File: config.mk
export PLATFORM = sky130hd
export DESIGN_NAME = adc_result_autotrigger
export DESIGN_NICKNAME = d
export VERILOG_FILES = /design/src/logic/adc_result_pkg.sv /design/src/logic/trigger_if.sv /design/src/logic/adc_result_autotrigger.sv /design/src/logic/trigger_select.sv
export VERILOG_INCLUDE_DIRS = /design/src /design/src/logic
export SDC_FILE = /design/constraint.sdc
export NUM_CORES = 1
export LEC_CHECK = 0
export BUFFER_PORTS_ARGS = -buffer_cell sky130_fd_sc_hd__buf_4
export CORE_MARGIN = 1.5
export CORE_UTILIZATION = 25
export CTS_BUF_LIST = sky130_fd_sc_hd__clkbuf_4 sky130_fd_sc_hd__clkbuf_8
export DETAILED_ROUTE_END_ITERATION = 6
export PLACE_DENSITY_LB_ADDON = 0.12
export SLEW_MARGIN = 20
export SYNTH_ARGS = -nofsm -noshare
export SYNTH_HDL_FRONTEND = slang
export SYNTH_HIERARCHICAL = 1
export SYNTH_SLANG_ARGS = --single-unit
File: constraint.sdc
create_clock -name clock -period 2.45 [get_ports clock]
set_clock_uncertainty 0.05 [all_clocks]
set_input_delay 0.49 -clock clock [delete_from_list [all_inputs] [get_ports clock]]
set_output_delay 0.49 -clock clock [all_outputs]
set_load 0.1 [all_outputs]
File: src/logic/adc_result_defines.svh
// register indices, field positions, reset values and constants of the result block
`ifndef ADC_RESULT_DEFINES_SVH
`define ADC_RESULT_DEFINES_SVH

// ============================================================
// register indices (byte address is four times the index)
`define IDX_CONTROL         6'h00
`define IDX_STATUS          6'h01
`define IDX_CTRL_STATUS_B   6'h03
`define IDX_RESULT_LOW      6'h04
`define IDX_RESULT_HIGH     6'h05

// ============================================================
// control register fields
`define CTL_CONVERTER_ENABLE   0
`define CTL_AUTO_TRIGGER       1
`define CTL_LEFT_ALIGN         2
`define CTL_START              3
`define CTL_RESET_VALUE        3'h0

// ============================================================
// status register fields
`define STA_LOCKED             0
`define STA_SAMPLE_LOST        1
`define STA_RESULT_VALID       2

// ============================================================
// converter_control_status_b fields
`define CSB_BIPOLAR            7
`define CSB_COMPARATOR_MUX     6
`define CSB_POLARITY_REVERSE   5
`define CSB_TRIGGER_HI         2
`define CSB_TRIGGER_LO         0
`define CSB_RESET_VALUE        8'h00

// ============================================================
// result constants
`define RESULT_RESET_VALUE     10'h000
`define RESULT_SATURATED       10'h3FF
`define TRIGGER_FREE_RUNNING   3'h0

`endif

File: src/logic/adc_result_pkg.sv
// types shared by the result and trigger logic
package adc_result_pkg;

   typedef logic [2:0] trigger_sel_t;
   typedef logic [9:0] result_t;
   typedef logic [7:0] byte_t;

endpackage : adc_result_pkg

File: src/logic/trigger_if.sv
// carrier between the register logic and the trigger selector
`timescale 1ns/1ps
interface trigger_if;
   import adc_result_pkg::*;

   trigger_sel_t sourceSelect;
   logic         autoEnable;
   logic         converterEnable;
   logic         converterFlag;
   logic [5:0]   eventFlags;
   logic         autoStart;

   modport ctrl (
      output sourceSelect,
      output autoEnable,
      output converterEnable,
      output converterFlag,
      output eventFlags,
      input  autoStart
   );

   modport sel (
      input  sourceSelect,
      input  autoEnable,
      input  converterEnable,
      input  converterFlag,
      input  eventFlags,
      output autoStart
   );

endinterface : trigger_if

File: src/logic/adc_result_autotrigger.sv
// converter result readout, result formatting and auto-trigger control
//
// Overview of operation
// - low byte read freezes the result register
// - align select one left-aligns, zero right-aligns
// - ten-bit result spread over two bytes
// - unipolar: negative difference saturates to reference
// - unipolar result is ten unsigned bits
// - bipolar result is two's complement, sign+9
// - polarity reverse swaps the differential pair
// - bits 4:3 of status B read zero
// - trigger field acts only with auto-trigger
// - selected flag rising edge starts conversion
// - switching from a clear flag onto a set flag is edge
// - switching to free running never triggers
// - trigger field decodes seven documented sources
//
// Local design decision: register access over APB.
`timescale 1ns/1ps
`include "adc_result_defines.svh"
module adc_result_autotrigger
   import adc_result_pkg::*;
(
   // clock and reset
   input  wire logic        clock,
   input  wire logic        resetn,
   // apb slave
   input  wire logic        psel,
   input  wire logic        penable,
   input  wire logic        pwrite,
   input  wire logic [7:0]  paddr,
   input  wire logic [31:0] pwdata,
   input  wire logic [3:0]  pstrb,
   output logic [31:0]      prdata,
   output logic             pready,
   output logic             pslverr,
   // conversion core
   input  wire logic        sampleValid,
   input  wire logic [9:0]  sampleMagnitude,
   input  wire logic        sampleBelow,
   input  wire logic        converterFlag,
   // trigger event flags, source 1 upward
   input  wire logic [5:0]  eventFlags,
   // analogue front end control
   output logic             startConversion,
   output logic             inputSwap,
   output logic             bipolarMode,
   output logic             comparatorMuxEnable
);

   // ============================================================
   // declarations
   logic [31:0]  prdata_reg;
   logic [31:0]  prdata_next;
   logic         pready_reg;
   logic         pslverr_reg;
   logic         pslverr_next;
   logic         accessDone;
   logic         accessWait;
   logic         writeLow;
   logic [5:0]   regIndex;
   logic         mappedIndex;

   logic         converterEnable_reg;
   logic         autoTrigger_reg;
   logic         leftAlign_reg;
   logic         manualStart;

   logic         bipolar_reg;
   logic         comparatorMux_reg;
   logic         polarityReverse_reg;
   trigger_sel_t triggerSource_reg;

   result_t      result_reg;
   result_t      result_next;
   logic         locked_reg;
   logic         sampleLost_reg;
   logic         resultValid_reg;
   logic         effectiveBelow;
   logic [8:0]   halfMagnitude;

   byte_t        resultHigh;
   byte_t        resultLow;
   byte_t        controlRead;
   byte_t        statusRead;
   byte_t        statusBRead;

   logic         readLow;
   logic         readHigh;
   logic         clearLost;
   logic         startConversion_reg;
   logic         inputSwap_reg;
   logic         bipolarMode_reg;
   logic         comparatorMuxEnable_reg;

   trigger_if    trig ();

   // ============================================================
   // apb handshake: one wait state, answer in second access cycle
   assign regIndex    = paddr[7:2];
   assign accessWait  = psel && penable && !pready_reg;
   assign accessDone  = psel && penable && pready_reg;
   assign writeLow    = accessDone && pwrite && pstrb[0];

   always_comb begin
      mappedIndex = 1'b0;
      unique case (regIndex)
         `IDX_CONTROL,
         `IDX_STATUS,
         `IDX_CTRL_STATUS_B,
         `IDX_RESULT_LOW,
         `IDX_RESULT_HIGH: mappedIndex = 1'b1;
         default:          mappedIndex = 1'b0;
      endcase
   end

   always_ff @(posedge clock) begin
      if (!resetn) begin
         pready_reg <= 1'b0;
      end else begin
         pready_reg <= accessWait;
      end
   end

   // ============================================================
   // read data views
   always_comb begin
      controlRead = 8'h00;
      controlRead[`CTL_CONVERTER_ENABLE] = converterEnable_reg;
      controlRead[`CTL_AUTO_TRIGGER]     = autoTrigger_reg;
      controlRead[`CTL_LEFT_ALIGN]       = leftAlign_reg;
   end

   always_comb begin
      statusRead = 8'h00;
      statusRead[`STA_LOCKED]       = locked_reg;
      statusRead[`STA_SAMPLE_LOST]  = sampleLost_reg;
      statusRead[`STA_RESULT_VALID] = resultValid_reg;
   end

   // reserved bits 4:3 stay zero
   always_comb begin
      statusBRead = 8'h00;
      statusBRead[`CSB_BIPOLAR]          = bipolar_reg;
      statusBRead[`CSB_COMPARATOR_MUX]   = comparatorMux_reg;
      statusBRead[`CSB_POLARITY_REVERSE] = polarityReverse_reg;
      statusBRead[`CSB_TRIGGER_HI:`CSB_TRIGGER_LO] = triggerSource_reg;
   end

   // alignment applied on the way out
   always_comb begin
      if (leftAlign_reg) begin
         resultHigh = result_reg[9:2];
         resultLow  = {result_reg[1:0], 6'h00};
      end else begin
         resultHigh = {6'h00, result_reg[9:8]};
         resultLow  = result_reg[7:0];
      end
   end

   always_comb begin
      prdata_next = 32'h0000_0000;
      unique case (regIndex)
         `IDX_CONTROL:       prdata_next[7:0] = controlRead;
         `IDX_STATUS:        prdata_next[7:0] = statusRead;
         `IDX_CTRL_STATUS_B: prdata_next[7:0] = statusBRead;
         `IDX_RESULT_LOW:    prdata_next[7:0] = resultLow;
         `IDX_RESULT_HIGH:   prdata_next[7:0] = resultHigh;
         default:            prdata_next = 32'h0000_0000;
      endcase
   end

   assign pslverr_next = !mappedIndex;

   // data and error are registered on the same edge that raises pready
   always_ff @(posedge clock) begin
      if (!resetn) begin
         prdata_reg  <= 32'h0000_0000;
         pslverr_reg <= 1'b0;
      end else if (accessWait) begin
         prdata_reg  <= pwrite ? 32'h0000_0000 : prdata_next;
         pslverr_reg <= pslverr_next;
      end else if (accessDone) begin
         prdata_reg  <= 32'h0000_0000;
         pslverr_reg <= 1'b0;
      end
   end

   // ============================================================
   // control register
   assign manualStart = writeLow && regIndex == `IDX_CONTROL && pwdata[`CTL_START];

   always_ff @(posedge clock) begin
      if (!resetn) begin
         {leftAlign_reg, autoTrigger_reg, converterEnable_reg} <= `CTL_RESET_VALUE;
      end else if (writeLow && regIndex == `IDX_CONTROL) begin
         converterEnable_reg <= pwdata[`CTL_CONVERTER_ENABLE];
         autoTrigger_reg     <= pwdata[`CTL_AUTO_TRIGGER];
         leftAlign_reg       <= pwdata[`CTL_LEFT_ALIGN];
      end
   end

   // ============================================================
   // converter_control_status_b
   always_ff @(posedge clock) begin
      if (!resetn) begin
         bipolar_reg         <= 1'b0;
         comparatorMux_reg   <= 1'b0;
         polarityReverse_reg <= 1'b0;
         triggerSource_reg   <= `TRIGGER_FREE_RUNNING;
      end else if (writeLow && regIndex == `IDX_CTRL_STATUS_B) begin
         bipolar_reg         <= pwdata[`CSB_BIPOLAR];
         comparatorMux_reg   <= pwdata[`CSB_COMPARATOR_MUX];
         polarityReverse_reg <= pwdata[`CSB_POLARITY_REVERSE];
         triggerSource_reg   <= pwdata[`CSB_TRIGGER_HI:`CSB_TRIGGER_LO];
      end
   end

   // ============================================================
   // result formatting
   assign effectiveBelow = sampleBelow ^ polarityReverse_reg;
   assign halfMagnitude  = sampleMagnitude[9:1];

   always_comb begin
      if (bipolar_reg) begin
         // sign plus nine magnitude bits
         result_next = effectiveBelow ? result_t'(~{1'b0, halfMagnitude} + 10'h001)
                                      : {1'b0, halfMagnitude};
      end else if (effectiveBelow) begin
         result_next = `RESULT_SATURATED;
      end else begin
         result_next = sampleMagnitude;
      end
   end

   // ============================================================
   // result lock between low and high reads
   assign readLow   = accessDone && !pwrite && regIndex == `IDX_RESULT_LOW;
   assign readHigh  = accessDone && !pwrite && regIndex == `IDX_RESULT_HIGH;
   assign clearLost = writeLow && regIndex == `IDX_STATUS && pwdata[`STA_SAMPLE_LOST];

   always_ff @(posedge clock) begin
      if (!resetn) begin
         locked_reg <= 1'b0;
      end else if (readHigh) begin
         locked_reg <= 1'b0;
      end else if (readLow) begin
         locked_reg <= 1'b1;
      end
   end

   // a sample arriving while locked is dropped
   always_ff @(posedge clock) begin
      if (!resetn) begin
         result_reg      <= `RESULT_RESET_VALUE;
         resultValid_reg <= 1'b0;
      end else if (sampleValid && !locked_reg) begin
         result_reg      <= result_next;
         resultValid_reg <= 1'b1;
      end
   end

   // sticky, write one to clear, a new loss wins
   always_ff @(posedge clock) begin
      if (!resetn) begin
         sampleLost_reg <= 1'b0;
      end else if (sampleValid && locked_reg) begin
         sampleLost_reg <= 1'b1;
      end else if (clearLost) begin
         sampleLost_reg <= 1'b0;
      end
   end

   // ============================================================
   // auto-trigger selection
   assign trig.sourceSelect    = triggerSource_reg;
   assign trig.autoEnable      = autoTrigger_reg;
   assign trig.converterEnable = converterEnable_reg;
   assign trig.converterFlag   = converterFlag;
   assign trig.eventFlags      = eventFlags;

   trigger_select #(
      .SOURCE_COUNT (6)
   ) u_trigger_select (
      .clock  (clock),
      .resetn (resetn),
      .trig   (trig)
   );

   // ============================================================
   // front end outputs
   always_ff @(posedge clock) begin
      if (!resetn) begin
         startConversion_reg <= 1'b0;
      end else begin
         startConversion_reg <= trig.autoStart || (manualStart && converterEnable_reg);
      end
   end

   always_ff @(posedge clock) begin
      if (!resetn) begin
         inputSwap_reg           <= 1'b0;
         bipolarMode_reg         <= 1'b0;
         comparatorMuxEnable_reg <= 1'b0;
      end else begin
         inputSwap_reg           <= polarityReverse_reg;
         bipolarMode_reg         <= bipolar_reg;
         comparatorMuxEnable_reg <= comparatorMux_reg;
      end
   end

   // ============================================================
   // outputs
   assign prdata              = prdata_reg;
   assign pready              = pready_reg;
   assign pslverr             = pslverr_reg;
   assign startConversion     = startConversion_reg;
   assign inputSwap           = inputSwap_reg;
   assign bipolarMode         = bipolarMode_reg;
   assign comparatorMuxEnable = comparatorMuxEnable_reg;

endmodule : adc_result_autotrigger

File: src/logic/trigger_select.sv
// auto-trigger source multiplexer with rising-edge detection
`timescale 1ns/1ps
`include "adc_result_defines.svh"
module trigger_select
   import adc_result_pkg::*;
#(
   parameter int SOURCE_COUNT = 6
) (
   // clock and reset
   input wire logic clock,
   input wire logic resetn,
   // selector side
   trigger_if.sel   trig
);

   logic [SOURCE_COUNT:0] sourceLine;
   logic                  selectedFlag;
   logic                  selectedFlag_reg;
   trigger_sel_t          sourceSelect_reg;
   logic                  risingEdge;
   logic                  autoStart_reg;

   // ============================================================
   // source lines
   assign sourceLine[0] = trig.converterFlag;
   for (genvar i = 1; i <= SOURCE_COUNT; i++) begin : gen_source
      assign sourceLine[i] = trig.eventFlags[i-1];
   end

   // codes beyond the table select nothing
   always_comb begin
      selectedFlag = 1'b0;
      if (int'(trig.sourceSelect) <= SOURCE_COUNT) begin
         selectedFlag = sourceLine[trig.sourceSelect];
      end
   end

   // ============================================================
   // edge detection
   always_ff @(posedge clock) begin
      if (!resetn) begin
         selectedFlag_reg <= 1'b0;
         sourceSelect_reg <= `TRIGGER_FREE_RUNNING;
      end else begin
         selectedFlag_reg <= selectedFlag;
         sourceSelect_reg <= trig.sourceSelect;
      end
   end

   // a switch from a clear flag onto a set flag is an edge, except a switch into free running
   assign risingEdge = selectedFlag && !selectedFlag_reg
                       && !(trig.sourceSelect == `TRIGGER_FREE_RUNNING
                            && sourceSelect_reg != `TRIGGER_FREE_RUNNING);

   always_ff @(posedge clock) begin
      if (!resetn) begin
         autoStart_reg <= 1'b0;
      end else begin
         autoStart_reg <= risingEdge && trig.autoEnable && trig.converterEnable;
      end
   end

   assign trig.autoStart = autoStart_reg;

endmodule : trigger_select

**Yosys cells after proc, flatten, opt, wreduce, memory -nomap -nowiden**

Cells that the tools add are included.
W data, S select, Z words.

- Bitwise logic cells: 3
- Equality and inequality tests: 4
- Reductions and logical operators: 35
- Magnitude comparators: 2
- Mux-type cells: 17
- Add/subtract/negate cells: 1

Operators by type and width:

| cell | count |
|---|---|
| $mux W32 | 2 |
| $pmux W8 S5 | 1 |
| $mux W10 | 3 |
| $mux W8 | 3 |
| $logic_and A1 B1 Y1 | 21 |
| $eq A6 B3 Y1 const B | 2 |
| $add A10 B1 Y10 const B | 1 |
| $not A9 Y10 | 1 |
| $mux W1 | 7 |
| $eq A6 B1 Y1 const B | 1 |
| $eq A6 B2 Y1 const B | 1 |
| $logic_not A1 Y1 | 6 |
| $logic_not A6 Y1 | 1 |
| $reduce_or A5 Y1 | 1 |
| $lt A3 B4 Y1 const B | 1 |
| $reduce_bool A2 Y1 | 2 |
| $bmux W1 S3 | 1 |
| $le A3 B3 Y1 const B | 1 |
| $logic_not A3 Y1 | 1 |
| $reduce_bool A3 Y1 | 1 |
| $reduce_or A2 Y1 | 1 |
| $logic_or A1 B1 Y1 | 1 |
| $not A1 Y1 | 1 |
| $xor A1 B1 Y1 | 1 |

- Output and inout bits: 38
- Bits of input ports: 68
- Logic and storage cells: 83
- Register bits: 65

**Longest topological paths before layout**

Gate-level depths: netlist of the first run.

- Depth in word-level cells: 8
- Gate-level depth with buffers: 6
- Depth with buffers taken out: 6

**Hierarchy**

Netlist of the first run, hierarchy kept.

By module, submodules not included:

| module | instances | seq. area each (um^2) | area an instance (um^2) | cells each |
|---|---|---|---|---|
| adc_result_autotrigger | 1 | 720.7 | 2105.8 | 249 |
| trigger_select | 1 | 100.1 | 249.0 | 22 |

**Worst setup path after synthesis of the first run**

Ideal clock, no wire load.

- Path type: reg2reg
- Start point: register pready_reg, in the netlist pready
- End point: register autoTrigger_reg
- Library setup time: 0.072 ns
- Stages on the path, launching flop included: 5
- Path slack: 0.150 ns
- Required time: 2.328 ns
- Arrival: 2.178 ns
- Clock period less this slack: 2.300 ns
- Buffers on the path: 0
- Cell sequence: dfxtp_1 > nand3_1 > nor4_1 > nor2b_1 > mux2i_1

- Longest elaborated chain between the ends: 4

Ends and longest elaborated chain:

| item | line | source |
|---|---|---|
| from (decl) | adc_result_autotrigger.sv:55 | `logic pready_reg;` |
| from (signal assigned) | adc_result_autotrigger.sv:121 | `pready_reg <= accessWait;` |
| $logic_and A1 B1 Y1 | adc_result_autotrigger.sv:102 | `assign accessDone = psel && penable && pready_reg;` |
| $logic_and A1 B1 Y1 (2 in a row) | adc_result_autotrigger.sv:103 | `assign writeLow = accessDone && pwrite && pstrb[0];` |
| $logic_and A1 B1 Y1 (no line) | - |  |
| to (signal assigned) | adc_result_autotrigger.sv:195 | `` {leftAlign_reg, autoTrigger_reg, converterEnable_reg} <= `CTL_RESET_VALUE; `` |
| to (signal assigned) | adc_result_autotrigger.sv:198 | `` autoTrigger_reg <= pwdata[`CTL_AUTO_TRIGGER]; `` |
| to (decl) | adc_result_autotrigger.sv:65 | `logic autoTrigger_reg;` |

No other way between the ends.
A chain may end at the register's enable or synchronous reset.

**Worst setup path after layout of the first run**

- Start point: input port sampleMagnitude[3]
- End point: register result_reg[5]

- Longest elaborated chain between the ends: 4

Ends and longest elaborated chain:

| item | line | source |
|---|---|---|
| from (decl) | adc_result_autotrigger.sv:39 | `input wire logic [9:0] sampleMagnitude,` |
| $not A9 Y10 | adc_result_autotrigger.sv:227 | `result_next = effectiveBelow ? result_t'(~{1'b0, halfMagnitude} + 10'h001)` |
| $add A10 B1 Y10 | adc_result_autotrigger.sv:227 |  |
| $mux W10 | adc_result_autotrigger.sv:227 |  |
| $mux W10 | adc_result_autotrigger.sv:225 | `if (bipolar_reg) begin` |
| to (signal assigned) | adc_result_autotrigger.sv:255 | `` result_reg <= `RESULT_RESET_VALUE; `` |
| to (signal assigned) | adc_result_autotrigger.sv:258 | `result_reg <= result_next;` |
| to (decl) | adc_result_autotrigger.sv:74 | `result_t result_reg;` |

No other way between the ends.

==> results of run 1 <==
-- worst max path at each step --
| stage | to | cells after the start | slack, ns |
|---|---|---|---|
| after floorplan | autoTrigger_reg | 4 | 0.15 |
| final | result_reg[5] | 5 | 0.62 |
| after detailed placement | prdata[3] | 5 | 0.29 |
| after global placement | prdata[3] | 5 | 0.28 |
| after CTS | prdata[3] | 5 | 0.60 |
| after global routing | result_reg[4] | 4 | 0.48 |
-- worst max-delay path, cell delays in order --
cell	delay (ns)
buf_4	0.13
or4_1	0.61
or3b_2	0.47
a21oi_1	0.18
o31ai_1	0.07
-- placed cells by master, fill, tap and decap left out, types with 6 or more instances in the layout --
master,netlist,final
and2_1,8,8
a22oi_1,8,8
nand3_1,10,10
conb_1,1,24
a21oi_1,6,6
o31ai_1,6,6
buf_4,24,57
nand2_1,25,25
a22o_1,6,6
nor2_1,12,12
mux2i_1,17,17
dfxtp_1,41,41
nand2b_1,6,6
nor2b_1,9,9
o21ai_0,13,13
-- stage by stage --
step                      std cells  power [mW]
after detailed placement        424        1.06
after global placement          424        1.05
after floorplan                 294       0.998
after CTS                       432        1.54
final                           432        1.51
after global routing            432        1.58
-- per-layer routing --
layer | part of all wire (%) | vias up | global-route usage (%)
met4 | 0.72 | 0 | 2.60
met3 | 5.1 | 6 | 2.37
met5 | 0 | - | 0
li1 | - | 1022 | -
met1 | 51 | 931 | 18.3
met2 | 43 | 69 | 19.2
-- logic make-up (layout without fill, tap and decap cells) --
kind of cell | count (synthesis) | after routing | synth area share [%]
multiplexers | 20 | 20 | 8.82
adder cells (fa/ha/maj) | 1 | 1 | 0.531
AO/OA/AOI/OAI | 64 | 64 | 20.2
other | 1 | 24 | 0.159
flip-flops | 41 | 41 | 34.9
AND/OR/NAND/NOR | 99 | 99 | 23.7
buffers and inverters | 42 | 69 | 10.6
XOR/XNOR | 3 | 3 | 1.12
-- report_power, final --
group | total, mW | switching (mW) | leakage, nW | internal [mW]
Sequential | 0.693 | 0.0113 | 0.334 | 0.682
Combinational | 0.346 | 0.258 | 0.772 | 0.0885
Clock | 0.472 | 0.266 | 0.0447 | 0.206
Total | 1.51 | 0.535 | 1.15 | 0.976
-- area by class of cell --
type | instances | area, sq um | share of cell area [%]
inverters | 4 | 15.0 | 0.524
well taps | 111 | 139 | 4.84
multi-input cells | 211 | 1370 | 47.8
repair buffers | 57 | 428 | 14.9
clock inverters | 3 | 25.0 | 0.873
flip-flops and latches | 41 | 821 | 28.6
clock buffers | 5 | 68.8 | 2.40
==> summary.txt, run 1 <==
Run status
  • Outcome: finished, final reports clean

Route
  • Initial DRC Count: 94
  • Post-route ant nets: 0
  • Drt wl/cell: 14.1 um
  • TritonRoute pass-1 iters: 4
  • Vias: between 2000 and 2500
  • Drc violations: 0
  • Final WL: 6080 um
  • Avg Vias per Cell: roughly 4.7

Floorplan
  • Starting Density: 25.6%
  • Cell row count: 35
  • Chip width: 100 um
  • Die area: 0.0100 sq mm
  • Die Ht: 100 um
  • Top Ports: 106
  • Core ar.: 0.00920 sq mm

Setup path
  • Critical path class: in2reg
  • WP data required: 2.58 ns
  • Crit path DAT: ~2.0 ns
  • R2r worst-path depth: 4
  • Startpoint types: input pin
  • Worst Setup End Kind: flop
  • Critical-path maximum fanout: 5
  • Reg2reg end: result_reg[4]
  • Worst R2R Start: polarityReverse_reg
  • Flop-to-flop setup slack: approximately 0.67 ns
  • CP Launch Point: sampleMagnitude[3]

Hold path
  • Hold path start: resetn
  • Hold Path Class: in2reg
  • Cell count of the worst hold path: 2
  • Endpoint, Worst Hold: pslverr

Synth
  • Ys Warns: 6
  • Top post-synthesis cells by area: dfxtp_1 (35%), buf_4 (7.7%), mux2i_1 (7.2%)
  • Most frequent cell after synthesis: dfxtp_1
  • Async S/R FF share, synth: 0%
  • Sequential fraction of the synthesis area: approximately a third
  • Share of the synthesized area in the top cell type: 34.9%
  • Commonest cells post-synth: dfxtp_1 (41), nand2_1 (25), buf_4 (24)
  • Syn Area/Cell: 8.69 sq um
  • Number of synthesized flops with an enable pin: 0
  • Synth area leader: dfxtp_1
  • Top FF cell, synth: dfxtp_1
  • Seq cells post-synth: 41
  • Syn Std Cell Area: approximately 0.0024 sq mm
  • Post-synth cell types: 58
  • Cells after Synth: 271

CTS
  • Clk buf depth: 2
  • CTS tree: done
  • Root Buffer: clkbuf_8
  • TritonCTS Sinks: 41
  • # hold bufs at CTS: 0
  • CTS H-tree lvls: 2
  • Clk_lat worst skew: 0.30 ns
  • CTS buffer count: 5
  • Post-CTS sizing: 0
  • Post-CTS setup buffer count: 0
  • Worst-path clk slew: 0.10 ns

STA
  • Setup TNS: 0 ns
  • Tightest Pin Transition: 0.620 ns
  • Fin crit share: 74.8%
  • Final Hold Viols: 0
  • Slew HR: 58.4%
  • Final setup fails: 0
  • Max Freq: 0.546 GHz
  • Hold Slack: 0.372 ns
  • Post-layout minimum cycle time: roughly 1.8 ns
  • Unrepaired setup endpoints after global routing: false
  • Worst setup margin: 0.618 ns
  • Max Slew Vio Count: 0

Place
  • Placed Area: 0.00277 sq mm
  • GPL Wtd Cong: 0.774
  • Post-Place Worst Slack: 0.288 ns
  • Detailed Place HPWL: 4550 um
  • Port buffer count: 51

Flow run
  • Maximum Capacitance Violations: 0

Pwr
  • Peak VDD IR: 0.000243 V
  • Leak: 1.15 nW
  • Power per cell area: between 500 and 600 mW/mm^2

Global routing
  • Global-route wire length before repair: between 9000 and 10000 um
  • GRT Total Usage: 12.5%
  • Congestion Overflow GR: 0
  • Largest net degree at the start of global routing: 37
  • Vias in the first global route: about 1900
  • Initial antenna violation count: 0

Cells and area
  • Final #Nets: a little under 400
  • Largest register FFs: 10
  • Ant. Diodes: 0
  • Design Area, Final: 0.00287 sq mm
  • Util after Layout: roughly 31%
  • Fillers: 979
  • Share of layout cells above drive strength 1: approximately 24%
  • Layout area overhead: 21.8%
(Power assumes the default switching activity.)
==> inputs of run 2 (changes only) <==
Settings changed: ABC_AREA set to 1.
Clock period 2.45 ns to 1.85 ns, I/O delays scaled along.
==> run 2 against run 1 <==
  * Highest routed layer unchanged
  * Critical endpoint is now result_reg[2]
  * Global-route usage is 0.072 points lower
  * Register-to-register slack worse by 0.21 ns
  * Critical path depth up 1
==> summary.txt, run 2 <==
Setup path
  • Critical-path maximum fanout: 12 (+7)
  • Startpoint types: flop
  • CP max stage cell: dfxtp_1
  • Critical path class: reg2reg
  • CP max stage delay: 0.33 ns (-0.28 ns)
  • Levels on crit path: 6 (+1)
  • Worst setup path endpoint: result_reg[2]
  • Worst R2R Start: locked_reg
  • Flop-to-flop setup slack: 0.46 ns (-0.21 ns)
  • R2r worst-path depth: 6 (+2)
  • CP Launch Point: locked_reg
  • Crit-path most repeated cell: inv_1
  • Critical Path, Cell by Cell: inv_1 -> nand2_2 -> inv_1 -> o21ai_1 -> o21bai_1 -> a21oi_1
  • Delay-heaviest family, CP: compound AO/OA/AOI/OAI gates
  • Buf/Inv on CP: 2 (+1)
  • Worst Setup End Kind: flop
  • Reg2reg end: result_reg[2]
  • WP data required: 2.03 ns (-0.55 ns)
  • Crit path DAT: 1.58 ns (-0.38 ns)

Route
  • Final WL: 6050 um (-0.43%)
  • Initial DRC Count: 105 (+12%)
  • Drc violations: 0 (unchanged)
  • TritonRoute pass-1 iters: 4 (unchanged)
  • Avg Vias per Cell: 4.13 (-12%)
  • Post-route ant nets: 0 (unchanged)
  • Vias: 2331 (+15%)
  • Drt wl/cell: 10.7 um (-24%)

Global routing
  • Congestion Overflow GR: 0 (unchanged)
  • Initial antenna violation count: 0 (unchanged)
  • Global-route wire length before repair: 10300 um (+4.0%)
  • Largest net degree at the start of global routing: 23 (-38%)
  • GRT Total Usage: 12.4% (-0.072 points)
  • Vias in the first global route: 2201 (+15%)

CTS
  • # hold bufs at CTS: 0 (unchanged)
  • CTS H-tree lvls: 2 (unchanged)
  • Root Buffer: clkbuf_8
  • Post-CTS sizing: 0 (unchanged)
  • Clk buf depth: 2 (unchanged)
  • CTS tree: done
  • TritonCTS Sinks: 41 (unchanged)
  • Post-CTS setup buffer count: 0 (unchanged)
  • CTS buffer count: 5 (unchanged)
  • Worst-path clk slew: 0.09 ns (about the same)
  • Clk_lat worst skew: 0.29 ns (about the same)

Place
  • Detailed Place HPWL: 4860 um (+6.8%)
  • GPL Wtd Cong: 0.818 (+5.7%)
  • Placed Area: 0.00293 sq mm (+5.7%)
  • Post-Place Worst Slack: 0.277 ns (-0.0112 ns)
  • Port buffer count: 51 (unchanged)

Synth
  • Ys Warns: 6 (unchanged)
  • Number of synthesized flops with an enable pin: 0 (unchanged)
  • Post-synth cell types: 33 (-43%)
  • Top post-synthesis cells by area: dfxtp_1 (33%), nand2_1 (14%), buf_4 (7.3%)
  • Seq cells post-synth: 41 (unchanged)
  • Synth area leader: dfxtp_1
  • Async S/R FF share, synth: 0% (unchanged)
  • Commonest cells post-synth: nand2_1 (93), inv_1 (43), dfxtp_1 (41)
  • Syn Area/Cell: 6.56 sq um (-24%)
  • Cells after Synth: 376 (+39%)
  • Top FF cell, synth: dfxtp_1
  • Syn Std Cell Area: 0.00247 sq mm (+4.8%)
  • Sequential fraction of the synthesis area: 33.3% (-1.6 points)
  • Share of the synthesized area in the top cell type: 33.3% (-1.6 points)
  • Most frequent cell after synthesis: nand2_1

Cells and area
  • Fillers: 1106 (+13%)
  • Share of layout cells above drive strength 1: 22.2% (-2.1 points)
  • Most frequent cells in the layout: nand2_1 (93), buf_4 (56), inv_1 (43)
  • Largest register FFs: 10 (unchanged)
  • Design Area, Final: 0.00305 sq mm (+6.2%)
  • Layout area overhead: 23.5%
  • Final #Nets: 500 (+29%)
  • Most common cell after layout, fill and taps aside: nand2_1
  • Ant. Diodes: 0 (unchanged)

STA
  • Setup TNS: 0 ns (unchanged)
  • Unrepaired setup endpoints after global routing: false
  • Max Slew Vio Count: 0 (unchanged)
  • Max Freq: 0.717 GHz
  • Worst setup margin: 0.456 ns (-0.162 ns)
  • Final Hold Viols: 0 (unchanged)
  • Fin crit share: 75.4%
  • Final setup fails: 0 (unchanged)
  • Post-layout minimum cycle time: 1.39 ns

Floorplan
  • Die Ht: 102 um (+2.3%)
  • Starting Density: 25.5% (-0.13 points)
  • Die area: 0.0105 sq mm (+4.6%)
  • Chip width: 102 um (+2.3%)
  • Core ar.: 0.00968 sq mm (+5.3%)
  • Top Ports: 106 (unchanged)
  • Cell row count: 36 (+2.9%)

Hold path
  • Hold Path Class: in2reg

Pwr
  • Power per cell area: 695 mW/mm^2 (+32%)
  • Leak: 1.46 nW (+27%)
  • Peak VDD IR: 0.000290 V (+19%)

Flow run
  • Maximum Capacitance Violations: 0 (unchanged)

Run status
  • Outcome: finished, final reports clean
[run 2: cell count changes in the layout (fill, tap and decap cells not counted), moves of 8 or more]
| cell | change |
|---|---|
| a21oi_1 | +23 |
| a22oi_1 | -8 |
| and2_1 | -8 |
| inv_1 | +39 |
| inv_2 | +10 |
| mux2i_1 | -17 |
| nand2_1 | +68 |
| nand3_1 | +15 |
| nor2_1 | +20 |
| nor2b_1 | -9 |
| o21ai_0 | +11 |
[run 2: power by group]
group          internal, mW  total [mW]  switching [mW]
clock network         0.404       0.732           0.328
registers             0.904       0.921          0.0170
logic                 0.106       0.465           0.359
total                  1.41        2.12           0.704
[run 2: stage by stage]
step | util [%] | total power [mW] | cells | hold slack, ns
finish | 31.5 | 2.12 | 565 | 0.274
global route | 31.5 | 2.23 | 565 | 0.296
CTS | 31.5 | 2.15 | 565 | 0.270
detailed placement | 30.3 | 1.41 | 557 | 0.407
global placement | 30.3 | 1.41 | 557 | 0.396
floorplan | - | 1.33 | 399 | 0.363
[run 2: worst min-delay path by stage]
stage,slack (ns),cells past startpoint,startpoint,to
finish,0.27,3,pwdata[3],startConversion
global route,0.30,3,pwdata[3],startConversion
CTS,0.27,3,pwdata[3],startConversion
detailed placement,0.41,2,comparatorMux_reg,comparatorMuxEnable
global placement,0.40,2,u_trigger_select/trig.autoStart,startConversion
floorplan,0.36,2,u_trigger_select/trig.autoStart,startConversion
[run 2: final cells by class]
class / count / area [sq um] / share of cell area [%]
clock inverters: 3 / 46.3 / 1.52
clock buffers: 5 / 68.8 / 2.26
repair buffers: 56 / 420 / 13.8
well taps: 133 / 166 / 5.46
inverters: 55 / 206 / 6.78
multi-input cells: 272 / 1320 / 43.2
flip-flops and latches: 41 / 822 / 27.0
[run 2: cells by family after synthesis]
| group | after synthesis | share of synthesized area, % |
|---|---|---|
| buf+inv | 86 | 16.9 |
| compound gates | 68 | 14.7 |
| simple gates | 178 | 34.1 |
| xor+xnor | 1 | 0.355 |
| flops | 41 | 33.3 |
| fa+ha+maj | 1 | 0.507 |
| other cells | 1 | 0.152 |
[run 2: worst reg2reg max path: cells and delay by family (launching register included)]
family	cells	cell delay [ns]
buffers and inverters	2	0.38
DFF	1	0.33
and+or+nand+nor	1	0.15
AOI/OAI and AO/OA	3	0.43
[run 2: routing by layer]
metal  global-route usage, %  up-vias  share of wire, %
li1                        -     1251                 -
met1                    16.7     1021                48
met2                    20.6       53                46
met3                    2.19        6               4.6
met4                    3.27        0               1.2
met5                       0        -                 0
==> inputs of run 3 (changes only) <==
Clock period 1.85 ns to 1.3 ns, I/O delays scaled along.
==> run 3 against run 2 <==
  * Flip-flop and latch count unchanged
  * Combinational power grew 53%
  * Final cell count increased by 3.2%
  * Non-clock buffer count grew 17
  * Critical path depth is 5 lower
  * First-iteration DRC count shrank 38%
  * Hold slack worse by 0.11 ns
  * Sequential share of layout area decreased by 1.4 points
  * Clock power grew 42%
  * Global-route usage fell by 0.31 points
  * Design area grew 7.6%
  * Routed wire length increased by 3.6%
  * Critical path type is now reg2out
  * Critical endpoint is now pready
  * Largest power group unchanged
==> summary.txt, run 3 (synthesized netlist as in run 2, its figures left out) <==
Setup path
  • Worst Setup End Kind: output port
  • Critical path class: reg2out
  • Buf/Inv on CP: 1 (-1)
  • CP max stage delay: 0.37 ns (+0.04 ns)
  • Crit path DAT: 0.95 ns (-0.63 ns)
  • Startpoint types: flop
  • Critical-path maximum fanout: 3 (-9)
  • CP max stage cell: dfxtp_4
  • Critical Path, Cell by Cell: buf_4
  • WP data required: 0.99 ns (-1.04 ns)
  • Delay-heaviest family, CP: flip-flops

CTS
  • TritonCTS Sinks: 41 (unchanged)
  • CTS buffer count: 5 (unchanged)
  • # hold bufs at CTS: 0 (unchanged)
  • CTS H-tree lvls: 2 (unchanged)
  • Clk_lat worst skew: 0.29 ns (about the same)
  • Worst-path clk slew: 0.08 ns (about the same)
  • Clk buf depth: 2 (unchanged)
  • CTS tree: done
  • Root Buffer: clkbuf_8

Place
  • Detailed Place HPWL: 4940 um (+1.7%)
  • Port buffer count: 51 (unchanged)
  • GPL Wtd Cong: 0.819 (+0.17%)

Floorplan
  • Starting Density: 25.5% (unchanged)
  • Core ar.: 0.00968 sq mm (unchanged)
  • Die area: 0.0105 sq mm (unchanged)
  • Chip width: 102 um (unchanged)
  • Cell row count: 36 (unchanged)
  • Top Ports: 106 (unchanged)
  • Die Ht: 102 um (unchanged)

Route
  • Drt wl/cell: 10.8 um (+0.37%)
  • TritonRoute pass-1 iters: 4 (unchanged)
  • Initial DRC Count: 65 (-38%)
  • Post-route ant nets: 0 (unchanged)
  • Drc violations: 0 (unchanged)
  • Final WL: 6270 um (+3.6%)
  • Vias: 2371 (+1.7%)
  • Avg Vias per Cell: 4.07 (-1.4%)

STA
  • Unrepaired setup endpoints after global routing: false
  • Max Slew Vio Count: 0 (unchanged)
  • Final setup fails: 0 (unchanged)
  • Hold Slack: 0.165 ns (-0.109 ns)
  • Fin crit share: 96.6%
  • Final Hold Viols: 0 (unchanged)
  • Max Freq: approximately 0.80 GHz
  • Post-layout minimum cycle time: 1.26 ns

Run status
  • Outcome: finished, final reports clean

Cells and area
  • Layout area overhead: 32.9%
  • Most common cell after layout, fill and taps aside: nand2_1
  • Share of layout cells above drive strength 1: 29.6% (+7.3 points)
  • Largest register FFs: 10 (unchanged)
  • Most frequent cells in the layout: nand2_1 (90), buf_4 (73), inv_1 (41)
  • Final #Nets: 518 (+3.6%)
  • Ant. Diodes: 0 (unchanged)

Global routing
  • GRT Total Usage: 12.1% (-0.31 points)
  • Initial antenna violation count: 0 (unchanged)
  • Largest net degree at the start of global routing: 20 (-13%)
  • Global-route wire length before repair: 10000 um (-2.6%)
  • Vias in the first global route: 2140 (-2.8%)
  • Congestion Overflow GR: 0 (unchanged)

Pwr
  • Peak VDD IR: 0.000413 V (+42%)
  • Total chip power: 3.06 mW (+45%)
  • Power per cell area: 934 mW/mm^2 (+34%)
  • Leak: 1.57 nW (+7.4%)

Flow run
  • Maximum Capacitance Violations: 0 (unchanged)

Hold path
  • Hold Path Class: in2reg
-- run 3: cell count changes in the layout (fill, tap and decap cells not counted), sizes merged --
cell      previous run  this run
nand2              100       101
buf                 56        73
inv                 53        52
clkinvlp             1         2
-- run 3: what timing repair did --
action                     CTS  global route
setup endpoints to repair    0             8
resized for setup            0            19
setup buffers                0             1
-- run 3: worst register-to-register path: cells and delay by family (launching register included) --
family,cells,cell delay [ns]
DFF,1,0.37
and+or+nand+nor,4,0.33
AOI/OAI and AO/OA,3,0.26
buffers and inverters,1,0.08
-- run 3: area by class of cell --
class,instances,area [sq um]
Fill cell,1122,6410
Timing Repair Buffer,73,548
Clock buffer,5,68.8
Tap cell,133,166
Multi-Input combinational cell,273,1390
Inverter,55,218
Sequential cell,41,840
Clock inverter,3,46.3
-- run 3: per-layer routing --
metal | global-route usage, % | up-vias | share of wire, %
met5 | 0 | - | 0
met4 | 3.90 | 0 | 1.7
met3 | 1.78 | 7 | 3.7
met2 | 20.3 | 57 | 47
met1 | 16.0 | 1016 | 47
li1 | - | 1291 | -
-- run 3: where the power goes --
group	internal, mW	leakage [nW]	total, mW	switching [mW]
clock network	0.575	0.0543	1.04	0.468
registers	1.28	0.340	1.31	0.0246
logic	0.182	1.18	0.712	0.530
total	2.04	1.57	3.06	1.02
-- run 3: worst paths after layout --
path	depth (start not counted)	to	from	slack, ns
worst max-delay path	1	pready	pready	0.04
worst max register to register	8	result_reg[3]	polarityReverse_reg	0.10
worst min-delay path	3	startConversion	pwdata[3]	0.16
worst min register to register	2	startConversion	u_trigger_select/trig.autoStart	0.40
-- run 3: metrics by stage --
| stage | util (%) | setup TNS (ns) | std cells | area, sq um | setup slack, ns |
|---|---|---|---|---|---|
| global route | 33.9 | 0 | 583 | 3280 | 0.0114 |
| finish | 33.9 | 0 | 583 | 3280 | 0.0443 |
| CTS | 33.0 | 0 | 581 | 3200 | 0.00532 |
| global placement | 31.8 | -0.851 | 573 | 3080 | -0.0701 |
| detailed placement | 31.8 | -1.18 | 573 | 3080 | -0.0996 |
| floorplan | - | 0 | 399 | 2590 | 0.00111 |
